$ cat src/cache_mode_pkg.sv
// constants for the secondary cache mode control block
package cache_mode_pkg;
    // register map (byte addresses on apb)
    localparam logic [7:0] addr_cache_mode_control = 8'h20;
    localparam logic [7:0] addr_cache_status = 8'h24;
    // field positions of the mode register
    localparam int pos_wrmode = 0;
    localparam int pos_initcache = 1;
    localparam int pos_frzcdir = 2;
    localparam int pos_enable = 3;
    // reset and recommended values
    localparam logic [7:0] mode_reset = 8'h00;
    localparam logic [7:0] mode_dual_wb = 8'h09;
    localparam logic [7:0] mode_init = 8'h03;
    // apb slave answers in the access phase with no wait state
    localparam int apb_wait_cycles = 0;
endpackage

$ cat src/cache_policy_decode.sv
// decodes the mode bits into per-cycle cache actions
`timescale 1ns/1ps
module cache_policy_decode
(
    // mode bits
    input wire logic enable,
    input wire logic initcache,
    input wire logic wrmode,
    input wire logic frzcdir,
    // current memory cycle
    input wire logic cyc_valid,
    input wire logic cyc_write,
    input wire logic cyc_cacheable,
    input wire logic cyc_hit,
    input wire logic cyc_dirty,
    // decided actions
    output logic serve_read_hit,
    output logic line_fill,
    output logic castout,
    output logic write_back,
    output logic write_through,
    output logic tag_update
);
    logic act;
    logic rd;
    logic wr;

    // common qualifiers; an initialization pass fills lines while the cache is still disabled
    assign act = cyc_valid && cyc_cacheable && (enable || initcache);
    assign rd = act && !cyc_write;
    assign wr = act && cyc_write;

    // read path
    assign serve_read_hit = rd && cyc_hit && !initcache;
    assign line_fill = rd && (initcache || !cyc_hit);
    assign castout = rd && !cyc_hit && cyc_dirty && !initcache;
    // write hit policy, wrmode ignored while initializing
    assign write_back = wr && cyc_hit && wrmode && !initcache;
    assign write_through = wr && cyc_hit && (!wrmode || initcache);
    // directory update blocked by freeze
    assign tag_update = line_fill && !frzcdir;
endmodule

$ cat src/secondary_cache_mode_control.sv
// secondary cache mode register with apb access and cycle policy outputs
`timescale 1ns/1ps
module secondary_cache_mode_control
(
    // clock and reset
    input wire logic clk_sys,
    input wire logic rstn,
    // apb slave
    input wire logic psel,
    input wire logic penable,
    input wire logic pwrite,
    input wire logic [7:0] paddr,
    input wire logic [31:0] pwdata,
    input wire logic [3:0] pstrb,
    output logic [31:0] prdata,
    output logic pready,
    output logic pslverr,
    // memory cycle from processor or local bus
    input wire logic cyc_valid,
    input wire logic cyc_write,
    input wire logic cyc_cacheable,
    input wire logic cyc_hit,
    input wire logic cyc_dirty,
    // cache actions
    output logic serve_read_hit,
    output logic line_fill,
    output logic castout,
    output logic write_back,
    output logic write_through,
    output logic tag_update,
    // software order violation seen
    output logic order_error
);
    // ==========================================
    // state
    typedef struct packed {
        logic [7:0] mode;
        logic [31:0] rdata;
        logic slverr;
        logic viol;
    } state_t;

    state_t st;
    state_t next_st;
    logic [1:0] rst_sync;
    logic rst_n_int;
    logic access;
    logic wr_mode;
    logic [7:0] wval;

    // ==========================================
    // reset release through two flip-flops
    always_ff @(posedge clk_sys or negedge rstn)
    begin
        if (!rstn)
            rst_sync <= 2'h0;
        else
            rst_sync <= {rst_sync[0], 1'b1};
    end
    assign rst_n_int = rst_sync[1];

    // ==========================================
    // apb decode; zero wait states
    assign access = psel && penable;
    assign wr_mode = access && pwrite && pstrb[0] && (paddr == cache_mode_pkg::addr_cache_mode_control);
    assign wval = pwdata[7:0];
    assign pready = 1'b1;
    assign prdata = st.rdata;
    assign pslverr = st.slverr;
    assign order_error = st.viol;

    // next state
    always_comb
    begin
        next_st = st;
        next_st.slverr = 1'b0;
        if (wr_mode)
        begin
            next_st.mode = wval;
            // flag writes that break the documented programming order
            if ((st.mode[cache_mode_pkg::pos_enable] && wval[cache_mode_pkg::pos_enable]
                    && (wval[cache_mode_pkg::pos_wrmode] != st.mode[cache_mode_pkg::pos_wrmode]))
                || (!st.mode[cache_mode_pkg::pos_initcache] && wval[cache_mode_pkg::pos_initcache]
                    && wval[cache_mode_pkg::pos_enable])
                || (!st.mode[cache_mode_pkg::pos_enable] && wval[cache_mode_pkg::pos_enable]
                    && wval[cache_mode_pkg::pos_initcache]))
                next_st.viol = 1'b1;
        end
        // read data loaded in the setup cycle so it stands through the whole access phase
        if (psel && !penable && !pwrite)
        begin
            unique case (paddr)
                cache_mode_pkg::addr_cache_mode_control: next_st.rdata = {24'h000000, st.mode};
                cache_mode_pkg::addr_cache_status: next_st.rdata = {31'h00000000, st.viol};
                default: next_st.rdata = 32'h00000000;
            endcase
        end
        // clear violation flag by reading status; a new violation wins
        if (access && !pwrite && paddr == cache_mode_pkg::addr_cache_status && !wr_mode)
            next_st.viol = 1'b0;
        if (psel && !penable && paddr != cache_mode_pkg::addr_cache_mode_control
            && paddr != cache_mode_pkg::addr_cache_status)
            next_st.slverr = 1'b1;
    end

    // state register
    always_ff @(posedge clk_sys or negedge rst_n_int)
    begin
        if (!rst_n_int)
        begin
            st.mode <= cache_mode_pkg::mode_reset;
            st.rdata <= 32'h00000000;
            st.slverr <= 1'b0;
            st.viol <= 1'b0;
        end
        else
            st <= next_st;
    end

    // ==========================================
    // cycle policy
    // pure decode; the mode bits come straight from the register
    cache_policy_decode cache_policy_decode_inst
    (
        .enable(st.mode[cache_mode_pkg::pos_enable]),
        .initcache(st.mode[cache_mode_pkg::pos_initcache]),
        .wrmode(st.mode[cache_mode_pkg::pos_wrmode]),
        .frzcdir(st.mode[cache_mode_pkg::pos_frzcdir]),
        .cyc_valid(cyc_valid),
        .cyc_write(cyc_write),
        .cyc_cacheable(cyc_cacheable),
        .cyc_hit(cyc_hit),
        .cyc_dirty(cyc_dirty),
        .serve_read_hit(serve_read_hit),
        .line_fill(line_fill),
        .castout(castout),
        .write_back(write_back),
        .write_through(write_through),
        .tag_update(tag_update)
    );

    // ==========================================
    // assertions
    // reset and register access
    mode_reset_a: assert property (@(posedge clk_sys)
        $rose(rst_n_int) |-> st.mode == cache_mode_pkg::mode_reset)
        else $error("mode not zero after reset");
    readback_a: assert property (@(posedge clk_sys) disable iff (!rst_n_int)
        wr_mode |=> st.mode == $past(wval))
        else $error("mode write lost");
    read_data_a: assert property (@(posedge clk_sys) disable iff (!rst_n_int)
        access && !pwrite && paddr == cache_mode_pkg::addr_cache_mode_control
        |-> prdata == {24'h000000, st.mode})
        else $error("mode read data wrong");
    strobe_gate_a: assert property (@(posedge clk_sys) disable iff (!rst_n_int)
        access && !wr_mode |=> $stable(st.mode))
        else $error("mode changed without a write");
    ready_high_a: assert property (@(posedge clk_sys) disable iff (!rst_n_int)
        psel && penable |-> pready)
        else $error("access not ready");
    unmapped_err_a: assert property (@(posedge clk_sys) disable iff (!rst_n_int)
        psel && !penable && paddr != cache_mode_pkg::addr_cache_mode_control
        && paddr != cache_mode_pkg::addr_cache_status |=> pslverr)
        else $error("unmapped access not refused");
    // cycle policy checks
    policy_sel_a: assert property (@(posedge clk_sys) disable iff (!rst_n_int)
        write_back |-> st.mode[0] && !write_through)
        else $error("write back without wrmode");
    hit_policy_a: assert property (@(posedge clk_sys) disable iff (!rst_n_int)
        cyc_valid && cyc_cacheable && cyc_write && cyc_hit && st.mode[3] && !st.mode[1]
        |-> (write_back == st.mode[0]) && (write_through == !st.mode[0]))
        else $error("write hit policy wrong");
    init_fill_a: assert property (@(posedge clk_sys) disable iff (!rst_n_int)
        st.mode[1] && cyc_valid && cyc_cacheable && !cyc_write |-> line_fill && !castout)
        else $error("init read did not fill");
    init_castout_a: assert property (@(posedge clk_sys) disable iff (!rst_n_int)
        castout |-> st.mode[3] && !st.mode[1] && cyc_dirty && !cyc_hit && !cyc_write)
        else $error("castout out of place");
    init_wt_a: assert property (@(posedge clk_sys) disable iff (!rst_n_int)
        st.mode[1] && cyc_valid && cyc_cacheable && cyc_write && cyc_hit
        |-> write_through && !write_back)
        else $error("init write hit not write through");
    init_nowb_a: assert property (@(posedge clk_sys) disable iff (!rst_n_int)
        st.mode[1] |-> !write_back)
        else $error("wrmode acted during init");
    read_hit_a: assert property (@(posedge clk_sys) disable iff (!rst_n_int)
        serve_read_hit |-> !st.mode[1] && cyc_hit && !cyc_write)
        else $error("read hit served while init");
    freeze_a: assert property (@(posedge clk_sys) disable iff (!rst_n_int)
        st.mode[2] |-> !tag_update)
        else $error("tag update while frozen");
    fill_tag_a: assert property (@(posedge clk_sys) disable iff (!rst_n_int)
        line_fill && !st.mode[2] |-> tag_update)
        else $error("fill without tag update");
    disabled_a: assert property (@(posedge clk_sys) disable iff (!rst_n_int)
        !st.mode[3] |-> !(serve_read_hit || write_back || castout)
        && (st.mode[1] || !(line_fill || write_through)))
        else $error("cache acted while disabled");
    // software order checks
    wp_change_a: assert property (@(posedge clk_sys) disable iff (!rst_n_int)
        wr_mode && st.mode[3] && wval[3] && (wval[0] != st.mode[0]) |=> order_error)
        else $error("policy change while enabled not flagged");
    init_enable_a: assert property (@(posedge clk_sys) disable iff (!rst_n_int)
        wr_mode && wval[1] && wval[3] && !(st.mode[1] && st.mode[3]) |=> order_error)
        else $error("init with enable not flagged");

    // ==========================================
    // cover properties
    wb_cov: cover property (@(posedge clk_sys) write_back);
    init_cov: cover property (@(posedge clk_sys) st.mode == cache_mode_pkg::mode_init ##1 line_fill);
    frz_cov: cover property (@(posedge clk_sys) st.mode[2] && cyc_valid);
    viol_cov: cover property (@(posedge clk_sys) disable iff (!rst_n_int) !order_error ##1 order_error);
    slverr_cov: cover property (@(posedge clk_sys) psel && penable && pslverr);
endmodule

$ cat config.mk
export PLATFORM = sky130hd
export DESIGN_NAME = secondary_cache_mode_control
export DESIGN_NICKNAME = d
export VERILOG_FILES = /design/src/cache_mode_pkg.sv /design/src/cache_policy_decode.sv /design/src/secondary_cache_mode_control.sv
export SDC_FILE = /design/constraint.sdc
export NUM_CORES = 1
export LEC_CHECK = 0
export ABC_CLOCK_PERIOD_IN_PS = 900
export CAP_MARGIN = 10
export CELL_PAD_IN_SITES_DETAIL_PLACEMENT = 0
export CELL_PAD_IN_SITES_GLOBAL_PLACEMENT = 1
export CORE_MARGIN = 2
export CORE_UTILIZATION = 39
export DETAILED_ROUTE_END_ITERATION = 6
export DONT_BUFFER_PORTS = 1
export PLACE_DENSITY_LB_ADDON = 0.1
export SLEW_MARGIN = 20
export SYNTH_ARGS = -nofsm -noshare
export SYNTH_HDL_FRONTEND = slang
export SYNTH_HIERARCHICAL = 1
export SYNTH_SLANG_ARGS = --single-unit
$ cat constraint.sdc
create_clock -name clk_sys -period 0.9 [get_ports clk_sys]
set_input_delay 0.225 -clock clk_sys [delete_from_list [all_inputs] [get_ports clk_sys]]
set_output_delay 0.225 -clock clk_sys [all_outputs]
set_load 0.02 [all_outputs]
==> Word-level counts from Yosys, hierarchy flattened <==
Index checks and enable logic that the tools add are counted.
{ "totals": {"ff_bits": 44, "in_bits": 54, "output_inout_bits": 41, "wordCells": 64} }
{ "op_classes": {"n_eq_ne": 5, "muxes": 5, "n_reduce_logical": 49} }
{ "op_table": {"columns": ["cell", "n"], "rows": [
  ["logical AND 1 bit", 32],
  ["== test 8 x 6 -> 1 bit (second input constant)", 2],
  ["inequality test 8 x 6 -> 1 bit (second input constant)", 2],
  ["case mux 8 bit (2 select lines)", 1],
  ["logical NOT 1 bit", 9],
  ["logical OR 1 bit", 5],
  ["2-to-1 mux 1 bit", 4],
  ["nonzero test 2 bit", 2],
  ["AND reduction 2 bit", 1],
  ["inequality test 1 bit", 1]
]} }

==> Longest topological paths before layout <==
Gate-level depths: netlist of run 1.
{ "depth": {"word_depth": 8, "ltp_mapped": 4, "depth_no_buf": 3} }

==> Hierarchy <==
The synthesis of run 1 kept the hierarchy.
{ "modules_own_cells": {"columns": ["module", "instances", "cells_each", "area_each_um2", "seq_area_each_um2"], "rows": [
  ["secondary_cache_mode_control", 1, 90, 1088.5, 500.5],
  ["cache_policy_decode", 1, 14, 105.1, 0.0]
]} }

==> Worst setup path after synthesis of run 1 <==
No wires, ideal clock.
{ "synth_timing": {"kind": "input -> register", "from": "in paddr[7]", "to": "reg st[34] in the netlist's numbering", "setup_time_ns": 0.125, "arrival_time_ns": 1.738, "required_time_ns": 0.775, "setup_slack_ns": -0.963, "path_stages": 4, "n_path_buf": 1, "cell_sequence": "or4b_4 or4_1 buf_6 mux2_4"} }
{ "synth_via": {"elab_chain_cells": 2} }
{ "synth_rtl": {"columns": ["element", "line_no", "rtl"], "rows": [
  ["start, declared", "secondary_cache_mode_control.sv:12", "input wire logic [7:0] paddr,"],
  ["== test 8 x 6 -> 1 bit", "secondary_cache_mode_control.sv:65", "assign wr_mode = access && pwrite && pstrb[0] && (paddr == cache_mode_pkg::addr_cache_mode_control);"],
  ["logical AND 1 bit", "secondary_cache_mode_control.sv:65", null],
  ["end signal, assigned", "secondary_cache_mode_control.sv:117", "st <= next_st;"],
  ["end, declared", "secondary_cache_mode_control.sv:43", "state_t st;"]
]} }
No other way between the ends.
A chain may end at the register's enable or synchronous reset.

==> Final worst setup path of run 1 <==
{ "layout_timing": {"from": "in paddr[7]", "to": "reg st[38] in the netlist's numbering"} }
The elaborated chain is that of the path after synthesis.

==> reports/summary.md, run 1 <==
The flow ran to the end, but the final reports show violations. The checks that failed: negative setup slack. For the post-detailed-route count of antenna-violating nets, the log shows 0. The chip height is 59.3 um, and the initial antenna violation count is 0.

95 I/O pins were placed. The finished layout holds 170 standard cells, fillers aside. Across the VDD grid, the largest voltage drop is 0.000617 V. The worst setup path is of the in -> reg kind. Across all layers, the routed design uses 801 vias. Row generation in the floorplan step produced 20 rows.

The cell chosen for the clock root was clkbuf_4. The final critical path takes up 168% of the cycle. Based on the critical path, the design can be clocked at up to 660 MHz. The tools report the netlist area before placement as 1190 um2. The analysis attributes to cell leakage a power of 0.773 nW. Yosys mapped the design onto 29 distinct sky130hd cell types. After detailed routing, the number of remaining DRC violations is 0.

The min-delay analysis places its worst path in the category reg -> async. In this run the power density over the cells is 1040 nW/um2. Number of global-route vias before repair: 793. Of the cells placed in the final design, the portion with a size suffix greater than 1 is 50.4%. The clock network is responsible for 32.3% of the overall power.

The number of levels the H-tree was split into is 1. The Yosys warning count was 6. The tools report the final weighted congestion in routability-driven placement as 0.665. STA puts the critical path data required time at 1.09 ns.

In the final layout, flip-flops and latches occupy 503 um2. The first detailed-routing pass took 3 iterations. For the filler cell count, the log shows 258. The post-route minimum period works out to 1.52 ns. CTS clock-pin slew for the worst setup and hold paths: 0.12 ns. The core region area was 2980 um2.

Summed over all nets, the half-perimeter wirelength after detailed placement is 1.62 mm. After synthesis, the mean cell area works out to 11.5 um2. Adding up every negative setup slack in the final design gives -13.41 ns.

The tools report the final hold violation count as 0. The tools report the clock skew after layout as 0.00998 ns. The clock drives 20 sinks. Counting the buffers created by CTS gives 3. The synthesized design spends more area on one cell type than any other, namely dfrtp_1.

The first-iteration detailed-routing DRC count was 8; the critical-path maximum fanout was 5. The repair_antennas step left the layout with diodes totalling 0. The design internal power came out at 0.00121 W. In this run the deepest clock path goes through 2 buffers. The final layout contains 192 nets. In this run, flip-flops and latches consume 55.7% of the power. The die covers 3520 um2. Total global-route track usage: 14.3%. Final design area excluding fillers: 1590 um2.

Kind of start point of the critical path: an input port. Net switching is 26.6% of the power. Summed over all nets, the switching power comes to 0.000439 W. After technology mapping, the gate count stands at 104. Setup violations remaining at the end of the flow were counted as 34. The average vias per placed instance works out to 4.71.

The logs give 0.31 ns for the clock latency on the worst-skew pair and 12.1% for the combinational power share. Across the run, the number of max-cap violations was 0. TritonCTS built the clock tree. Buffers placed on the I/O ports in this run total 0. The floorplan step set the die width to 59.3 um.

At the worst endpoint, the arrival time is 1.71 ns. In the final routed layout, each cell accounts on average for 14.2 um. By area the synthesized netlist is led by dfrtp_1 42%, buf_4 21%, mux2_4 10%. The logs give -0.615 ns for the smallest setup slack after layout and 0 for the final global-route overflow total. The initial utilization of the core area, before any placement, comes to 40.1%. In this run, synthesis produced a sequential element count of 20. The routed design has 2.42 mm of wire. The worst setup path is captured at a register.

Summing the sequential cell areas from Yosys gives 41.9% of the chip area. Setup repair after global routing could not meet its margin everywhere. For the cell area after placement, the log shows 1250 um2. The count of placed standard cells including taps came out at 144.

The final number of max-transition violations was 0; the layout overhead on the synthesized area was 33.2%. The first global-routing pass estimated 3.77 mm of wire. In the final layout, the multi-input gates occupy 636 um2. The share of the synthesized area in the top cell type is 41.9%. The total design power was 0.00165 W; the maximum number of pins on one net before global-route repair was 18.
==> synthesized netlist by cell type <==
| cell | count |
|---|---|
| nor4_2 | 1 |
| or4b_4 | 1 |
| o31ai_1 | 2 |
| a22o_1 | 8 |
| a21oi_1 | 2 |
| nand4b_1 | 1 |
| nand3b_4 | 1 |
| a211oi_2 | 1 |
| nand2b_1 | 1 |
| mux2_4 | 8 |
| or3_1 | 1 |
| nor3b_1 | 1 |
| or3b_1 | 1 |
| mux2i_1 | 1 |
| dfrtp_1 | 20 |
| inv_1 | 2 |
| nand2_1 | 1 |
| or4_1 | 1 |
| nand2b_2 | 1 |
| nand4bb_1 | 1 |
| buf_4 | 33 |
| buf_6 | 1 |
| conb_1 | 2 |
| xor2_1 | 1 |
| a22oi_1 | 1 |
| clkbuf_1 | 1 |
| nand3b_1 | 2 |
| nand4_1 | 2 |
| nor2_1 | 5 |
==> per-layer routing <==
metal | GRT usage, % | routed length (um)
met4 | 4.87 | 27
met3 | 3.71 | 173
met5 | 0 | 0
met2 | 25.0 | 1270
met1 | 16.9 | 951
==> power by group through the flow <==
stage,combinational (W),clock [W],sequential (W)
after floorplan,0.000216,0,0.000944
after global placement,0.000165,0,0.000935
after detailed placement,0.000166,0,0.000935
after CTS,0.000194,0.000534,0.000917
after global routing,0.000216,0.000571,0.000919
final,0.000199,0.000532,0.000917
==> path summary, 6_finish.rpt <==
kind	endpoint	startpoint	cells after the start	slack, ns
worst min-delay path	pslverr	rst_sync[1]	0	0.03
max in group asynchronous	st[37]	rst_sync[1]	1	0.45
worst min register to register	pslverr	rst_sync[1]	0	0.03
worst max-delay path	st[38]	paddr[7]	3	-0.62
min in group clk_sys	order_error	pwdata[3]	2	0.05
worst max register to register	order_error	st[37]	5	-0.24
==> kinds of logic (layout without fill, tap and decap cells) <==
logic type      count (synthesis)  after routing  synth area share, %
compound gates                 14             14                 9.64
xor+xnor                        1              1                0.734
buf+inv                        37             45                 22.6
flops                          20             20                 41.9
mux                             9              9                 10.9
other cells                     2             26                0.629
simple gates                   21             22                 13.5
==> registers in the layout, indices dropped and copies added, names as in the netlist <==
name	count
st	8
rst_sync	2
order_error	1
pslverr	1
prdata	8
==> through the flow <==
| stage | util, % | worst slack, ns | hold slack, ns |
|---|---|---|---|
| after floorplan | - | -0.956 | -0.0706 |
| after global placement | 42.0 | -0.943 | -0.0705 |
| after detailed placement | 42.0 | -0.968 | -0.0705 |
| after CTS | 51.7 | -0.628 | 0.0277 |
| after global routing | 53.4 | -0.614 | 0.0318 |
| final | 53.4 | -0.615 | 0.0300 |
==> repair_timing <==
action | 4_1_cts | 5_1_grt
setup buffers | 15 | 5
pin swaps | 6 | 8
endpoints found under the hold margin | 3 | 0
endpoints found under the setup margin | 34 | 34
cloned | 1 | 0
gates resized for setup | 25 | 6
hold buffers | 2 | 0
==> layout make-up <==
cell class,instances,share of cell area [%]
multi-input cells,72,40.0
flip-flops and latches,20,31.6
clock buffers,4,2.28
repair buffers,39,23.1
inverters,2,0.472
well taps,33,2.60
==> cell usage in the layout (no fill, tap or decap) <==
cell / instances
clkbuf_4: 3
conb_1: 26
or4b_4: 1
nor3b_1: 1
nor2_4: 4
buf_6: 15
nand4bb_4: 1
a211oi_4: 1
nand4b_1: 1
nand3b_1: 2
inv_2: 1
mux2_4: 8
nand2_1: 1
xor2_1: 1
or4_4: 2
buf_4: 21
nand4_1: 2
nor4_4: 1
buf_12: 1
nand3b_4: 1
dlygate4sd3_1: 2
dfrtp_2: 2
or3b_1: 1
inv_1: 1
or3_1: 1
nor2_1: 1
clkbuf_8: 1
a21oi_4: 2
mux2i_1: 1
a22oi_1: 1
a22o_1: 8
nand2b_4: 2
dfrtp_1: 18
o31ai_2: 2
==> worst max-delay path, stage by stage <==
cell    delay (ns)
or4b_4        0.54
or4_4         0.61
mux2_4        0.33
Power figures use the tool's default switching activity.
==> run 2: changes to the inputs <==
==> constraint.sdc (replaced) <==
create_clock -name clk_sys -period 0.9 [get_ports clk_sys]
set_input_delay 0.18 -clock clk_sys [delete_from_list [all_inputs] [get_ports clk_sys]]
set_output_delay 0.18 -clock clk_sys [all_outputs]
set_load 0.02 [all_outputs]
==> run 2 against run 1 <==
Effect of this change: the flow still finishes with violations (negative setup slack); utilization grew 1.5 points; register-to-register slack about the same; clock skew is 0.0069 ns lower; first-iteration DRC count rose by 100%; die area did not move; via count is 3.9% higher; worst setup slack better by 0.066 ns; sequential power barely moved; non-clock buffer count grew 4; clock-buffer cell count down 1; fmax grew 4.5%; largest cell class unchanged; highest routed layer unchanged.
==> reports/summary.md, run 2 (synthesized netlist as in run 1, its figures left out) <==
The register share of total power was 48.8%. Counting the fill cells in the layout gives 277. Cell chosen for the clock root: clkbuf_4. The setup path with the least slack is of type in -> reg. Clock latency on the worst-skew pair, taken at its later pin, is 0.30 ns. Total routed wirelength: 2.47 mm. Relative to the synthesized area, the layout overhead comes to 37.0%. The detailed router finished its first iteration with 16 violations. Global routing used 14.7% of the available tracks across all layers. The tightest hold path in the finished design has a slack of 0.0130 ns. The initial utilization of the core area, before any placement, comes to 40.1%. Counting I/O delays and the setup requirement, the final critical path takes 1.45 ns.

Total leakage power: 0.794 nW. The tools report the initial antenna violation count as 0. The worst path uses 161% of the clock period. The flow ran to the end, but the final reports show violations. Once layout is complete, the cells apart from fillers number 174. After the last flow step, the layout net total stands at 196. STA classifies the critical path endpoint as a register.

TritonCTS built the clock tree. Setup violations remaining at the end of the flow were counted as 33. For the final hold violation count, the log shows 0. 95 I/O pins were placed. Detailed placement ended at an HPWL of 1.62 mm. The congestion estimate from routability-driven global placement came to 0.682. The share of total power dissipated in the clock network is 39.6%.

The logs give 0 for the detailed-route DRC error count and 54.9% for the post-route core utilization. The kind of start point of the critical path was an input port. No sink is reached through more buffers than the 2 on the longest clock path. The tools report the first-pass GRT wire length as 3.78 mm. Including well taps, the total number of placed cells is 145. The count of buffers added on input and output ports is 0. The tools report the final design area excluding fillers as 1640 um2. In the layout the commonest cells are 26 x conb_1, 19 x dfrtp_1, 19 x buf_4. CTS saw 20 sinks. The ratio of total power to cell area works out to 1150 nW/um2. The repair_antennas step left the layout with diodes totalling 0. The horizontal die dimension was 59.3 um; the cell area after placement was 1250 um2. The checks that failed: negative setup slack.

Summed over all layers, the global routing overflow is 0. Along the worst path, the maximum fanout reaches 5. After clock tree synthesis, the clock-pin slew on the worst setup and hold paths is 0.12 ns. Summing over every cut layer, the via total after detailed routing is 832.

The design internal power is 0.00143 W. The number of global-route vias before repair is 821. Data arrives at the worst endpoint at 1.65 ns. The number of levels the H-tree was split into was 1; the switching part of the total was 24.0%.

Final number of max-transition violations: 0. The die covers 3520 um2. Leaving out fill and tap cells, the most frequent cell in the layout is conb_1.

The highest achievable clock rate is 690 MHz. Dividing the detail-routed via count by the number of cells gives 4.78. Setup repair after global routing could not meet its margin everywhere. Once detail routing completed, the nets flagged for antenna violations numbered 0. The type of the tightest min-delay check was in -> reg.

STA puts the critical path data required time at 1.10 ns. IR analysis of the VDD net gives a maximum drop of 0.000861 V. The average detailed-routed wire length per instance works out to 14.2 um. The run gives 20 as the number of placement rows.

Of the total power, combinational logic draws 11.6%. The tools report the total design power as 0.00188 W. Core region area: 2980 um2.

The max-cap violation count is 0. Summed over all nets, the switching power comes to 0.000452 W. Chip height: 59.3 um. The CTS buffer count was 3; the smallest setup slack after layout was -0.550 ns. For the count of TritonRoute iterations in the first routing pass, the log shows 4.

Between clock sinks in the finished design, the worst skew comes to 0.00308 ns. The tools report the maximum number of pins on one net before global-route repair as 18. The post-route netlist has 45.4% of its cells at a drive strength greater than 1.
run 2: path summary, 6_finish.rpt:
check	slack (ns)	to	startpoint	cells past startpoint
worst max-delay path	-0.55	st[38]	paddr[7]	3
worst min-delay path	0.01	st[35]	pwdata[1]	1
worst max register to register	-0.24	order_error	st[35]	5
worst min register to register	0.02	pslverr	rst_sync[1]	0
max in group asynchronous	0.46	st[37]	rst_sync[1]	1
min in group asynchronous	0.02	pslverr	rst_sync[1]	0
run 2: critical path, stage by stage:
cell and delay (ns):
or4b_4 0.54, or4_4 0.60, mux2_4 0.33
run 2: timing repair:
action	CTS	global route
cloned	1	0
setup endpoints to repair	33	34
endpoints found under the hold margin	7	3
buffers inserted	10	5
resized for setup	21	7
hold buffers	6	3
pin swaps	6	5
run 2: per-layer routing:
layer  track usage [%]  vias up  part of all wire (%)
li1                  -      384                     -
met1              17.1      403                    40
met2              25.6       43                    50
met3              4.59        2                   7.9
met4              4.87        0                   1.1
met5                 0        -                     0
run 2: power groups by stage:
stage                     Combinational (W)  Clock (W)  Sequential [W]
final                              0.000217   0.000744        0.000918
after global placement             0.000166          0        0.000934
after floorplan                    0.000216          0        0.000944
after CTS                          0.000200   0.000756        0.000918
after detailed placement           0.000168          0        0.000935
after global routing               0.000235   0.000783        0.000919
run 2: final cells by class:
| cell class | instances | area [um2] | share of cell area, % |
|---|---|---|---|
| clock buffer | 3 | 22.5 | 1.38 |
| sequential | 20 | 502 | 30.7 |
| timing repair buffer | 43 | 402 | 24.6 |
| clock inverter | 1 | 30.0 | 1.84 |
| inverter | 2 | 7.51 | 0.459 |
| tap | 33 | 41.3 | 2.52 |
| multi-input combinational | 72 | 631 | 38.6 |
run 2: per-stage QoR:
stage	setup TNS, ns	setup WS [ns]
2_1_floorplan	-12.97	-0.911
3_3_place_gp	-13.41	-0.900
3_5_place_dp	-13.67	-0.919
4_1_cts	-10.97	-0.573
5_1_grt	-12.06	-0.568
6_report	-10.74	-0.550
==> run 3: changes to the inputs <==
- CORE_UTILIZATION: 39 -> 38
- SYNTH_HIERARCHICAL: 1 -> not set
==> run 3 against run 2 <==
Effect of this change: the run still ends with negative setup slack left; critical endpoint is now castout; clock skew increased by 0.0015 ns; die area decreased by 0.45%; clock power decreased by 0.9%; global-route usage decreased by 1.1 points; design area decreased by 4.2%; first-iteration DRC count increased by 31%; critical path depth increased by 1; combinational power decreased by 3%.
==> reports/summary.md, run 3 <==
The flow ran to the end, but the final reports show violations. The final reports fail on negative setup slack. Power spread over the standard cell area amounts to 1190 nW/um2.

After filler insertion, the fill cell instance count of the layout stands at 270. In this run the critical register-to-register path is launched from st[35]. STA puts the critical path data arrival time at 1.34 ns.

At the end of the flow, the number of nets in the layout was 193. Summed over all nets, the half-perimeter wirelength after detailed placement is 1.63 mm. The logs give 0 for the initial antenna violation count and 0.000819 V for the maximum VDD drop. The CTS clock-pin slew for the worst setup and hold paths works out to 0.11 ns.

In this run the worst hold path is classified as reg -> async. After detailed routing, the number of vias per cell comes to 4.80. The maximum number of pins on one net before global-route repair came out at 18. Clock latency on the worst-skew pair: 0.30 ns.

The number of cells on the worst reg-to-reg path is 4. The final worst-path cycle share is 169%, and the number of global-route vias before repair is 714. The pre-CTS setup slack is -0.915 ns. Buffers inserted during clock tree synthesis total 3. The most common cell after layout, fill and taps aside is conb_1.

The logs give 1 for the number of levels the H-tree was split into and 657 MHz for the highest achievable clock rate. In this run, synthesis inferred 0 flip-flops with an integrated enable. Global routing consumed, over all layers together, 13.7% of the routing resources. The total of endpoints with negative setup slack in the final report was 34.

The run gives 3500 um2 as the area of the die. By count the netlist is led by 33 x buf_4, 20 x dfrtp_1, 8 x a22o_1, 8 x mux2_4. The post-route core utilization is 52.6%, and the final number of max-transition violations is 0.

Count of TritonRoute iterations in the first routing pass: 4. The share of synthesized area in the top cell type comes to 43.2%. The most frequently used flop master after synthesis was dfrtp_1. The count of cell types in the netlist was 29.

The tools report the via count as 820. Setup repair after global routing could not meet its margin everywhere. Hold is met by 0.0182 ns. Setup total negative slack on the finished layout was measured at -12.03 ns. The smallest setup slack after layout came out at -0.621 ns. The most frequent cell after synthesis is buf_4. The antenna diode count came out at 0. The logs give 20 for the number of sinks on the clock net and 3.51 mm for the first-pass GRT wire length. For the proportion of synthesized chip area in sequential cells, the log shows 43.2%. For the final weighted congestion in routability-driven placement, the log shows 0.641. The worst flop-to-flop path endpoint was order_error. Setup slack on the worst reg-to-reg path comes out at -0.13 ns. The logs give 95 for the I/O pin count and 20 for the number of placement rows. Cells with a size suffix above 1 make up 45.7% of the layout. The longest clock path from root to sink contains 2 buffers.

STA classifies the critical path endpoint as a primary output. The layout overhead on the synthesized area is 35.4%. In the layout the commonest cells are 26 x conb_1, 21 x buf_4, 19 x dfrtp_1.

Power comes to 0.00187 W. The die is 59.2 um wide. During synthesis, Yosys emitted a total of 0 warnings.

Core region area: 2980 um2. The number of flip-flops and latches in the synthesized netlist works out to 20. The die is 59.2 um tall. The required arrival time at the worst endpoint is 0.72 ns. The synthesized netlist occupies a cell area of 1160 um2. The cell type with the largest total area after synthesis was dfrtp_1. Sorting the synthesized cells by area gives the leading types as dfrtp_1 43%, buf_4 21%, mux2_4 10%. The first-iteration detailed-routing DRC count is 21, and the average detailed-routed wire length per instance is 13.6 um. The final global-route overflow total is 0, and the total leakage power is 0.807 nW. The run gives 0.00457 ns as the clock skew after layout.

Type of the worst setup path: reg -> out. Counting every instance in the synthesized netlist gives 102. The post-route minimum period is 1.52 ns, and the async set-or-reset flop fraction in the synthesized netlist is 100%. The detail route stage leaves a number of antenna-violating nets equal to 0. For this configuration, the core starts out at a cell density of 38.9%. For this run, design rule violations remaining after detail routing come to 0. The kind of start point of the critical path was a register. The post-synthesis area per instance was 11.3 um2. The tools report the cell chosen for the clock root as clkbuf_4. Total routed wirelength: 2.32 mm. The tool flagged a number of max-cap violations equal to 0. The critical-path maximum fanout is 3. TritonCTS built the clock tree.

The final hold violation count was 0; the count of port buffers added during placement was 0.
-- run 3: per-layer routing --
metal / GRT usage (%) / vias up / share of wire, %
li1: - / 373 / -
met3: 3.49 / 2 / 6.8
met5: 0 / - / 0
met4: 4.87 / 0 / 1.2
met1: 17.6 / 402 / 42
met2: 22.1 / 43 / 50
-- run 3: cell type report --
class	count	area, um2	area share (%)
Multi-Input combinational cell	69	576	36.7
Sequential cell	20	502	32.0
Timing Repair Buffer	42	384	24.5
Tap cell	33	41.3	2.64
Clock inverter	1	30.0	1.92
Clock buffer	3	22.5	1.44
Inverter	3	11.3	0.719
-- run 3: critical path, stage by stage (launching register included) --
cell and delay (ns):
dfrtp_1 0.37, o211a_1 0.20, nand2_2 0.08, nor4b_4 0.21, buf_4 0.18
-- run 3: where the power goes --
group	internal (W)	switching (W)	total, W
Clock	0.000450	0.000287	0.000737
Sequential	0.000909	0.00000812	0.000917
Combinational	0.0000646	0.000147	0.000211
-- run 3: timing repair --
| action | CTS | global route |
|---|---|---|
| cloned | 1 | 0 |
| hold buffers | 2 | 6 |
| endpoints found under the setup margin | 33 | 34 |
| buffers inserted | 8 | 4 |
| pin swaps | 4 | 2 |
| endpoints found under the hold margin | 3 | 6 |
| resized for setup | 16 | 6 |
-- run 3: metrics by stage --
stage          instances  cell area, um2
3_5_place_dp         146            1250
3_3_place_gp         146            1250
4_1_cts              161            1460
5_1_grt              171            1570
6_report             171            1570
2_1_floorplan        126            1310
-- run 3: worst max-delay path by stage --
stage / start / endpoint / slack [ns] / cells after the start
floorplan: paddr[6] / st[34] / -0.91 / 4
global placement: paddr[6] / st[37] / -0.89 / 3
detailed placement: paddr[6] / st[40] / -0.91 / 3
CTS: st[35] / write_through / -0.62 / 4
global route: st[37] / write_through / -0.69 / 4
finish: st[35] / castout / -0.62 / 4
-- run 3: cells by family after synthesis --
logic type	share of synthesized area, %
mux	11.2
buf+inv	23.7
other cells	0.649
flops	43.2
simple gates	11.1
compound gates	9.30
xor+xnor	0.757
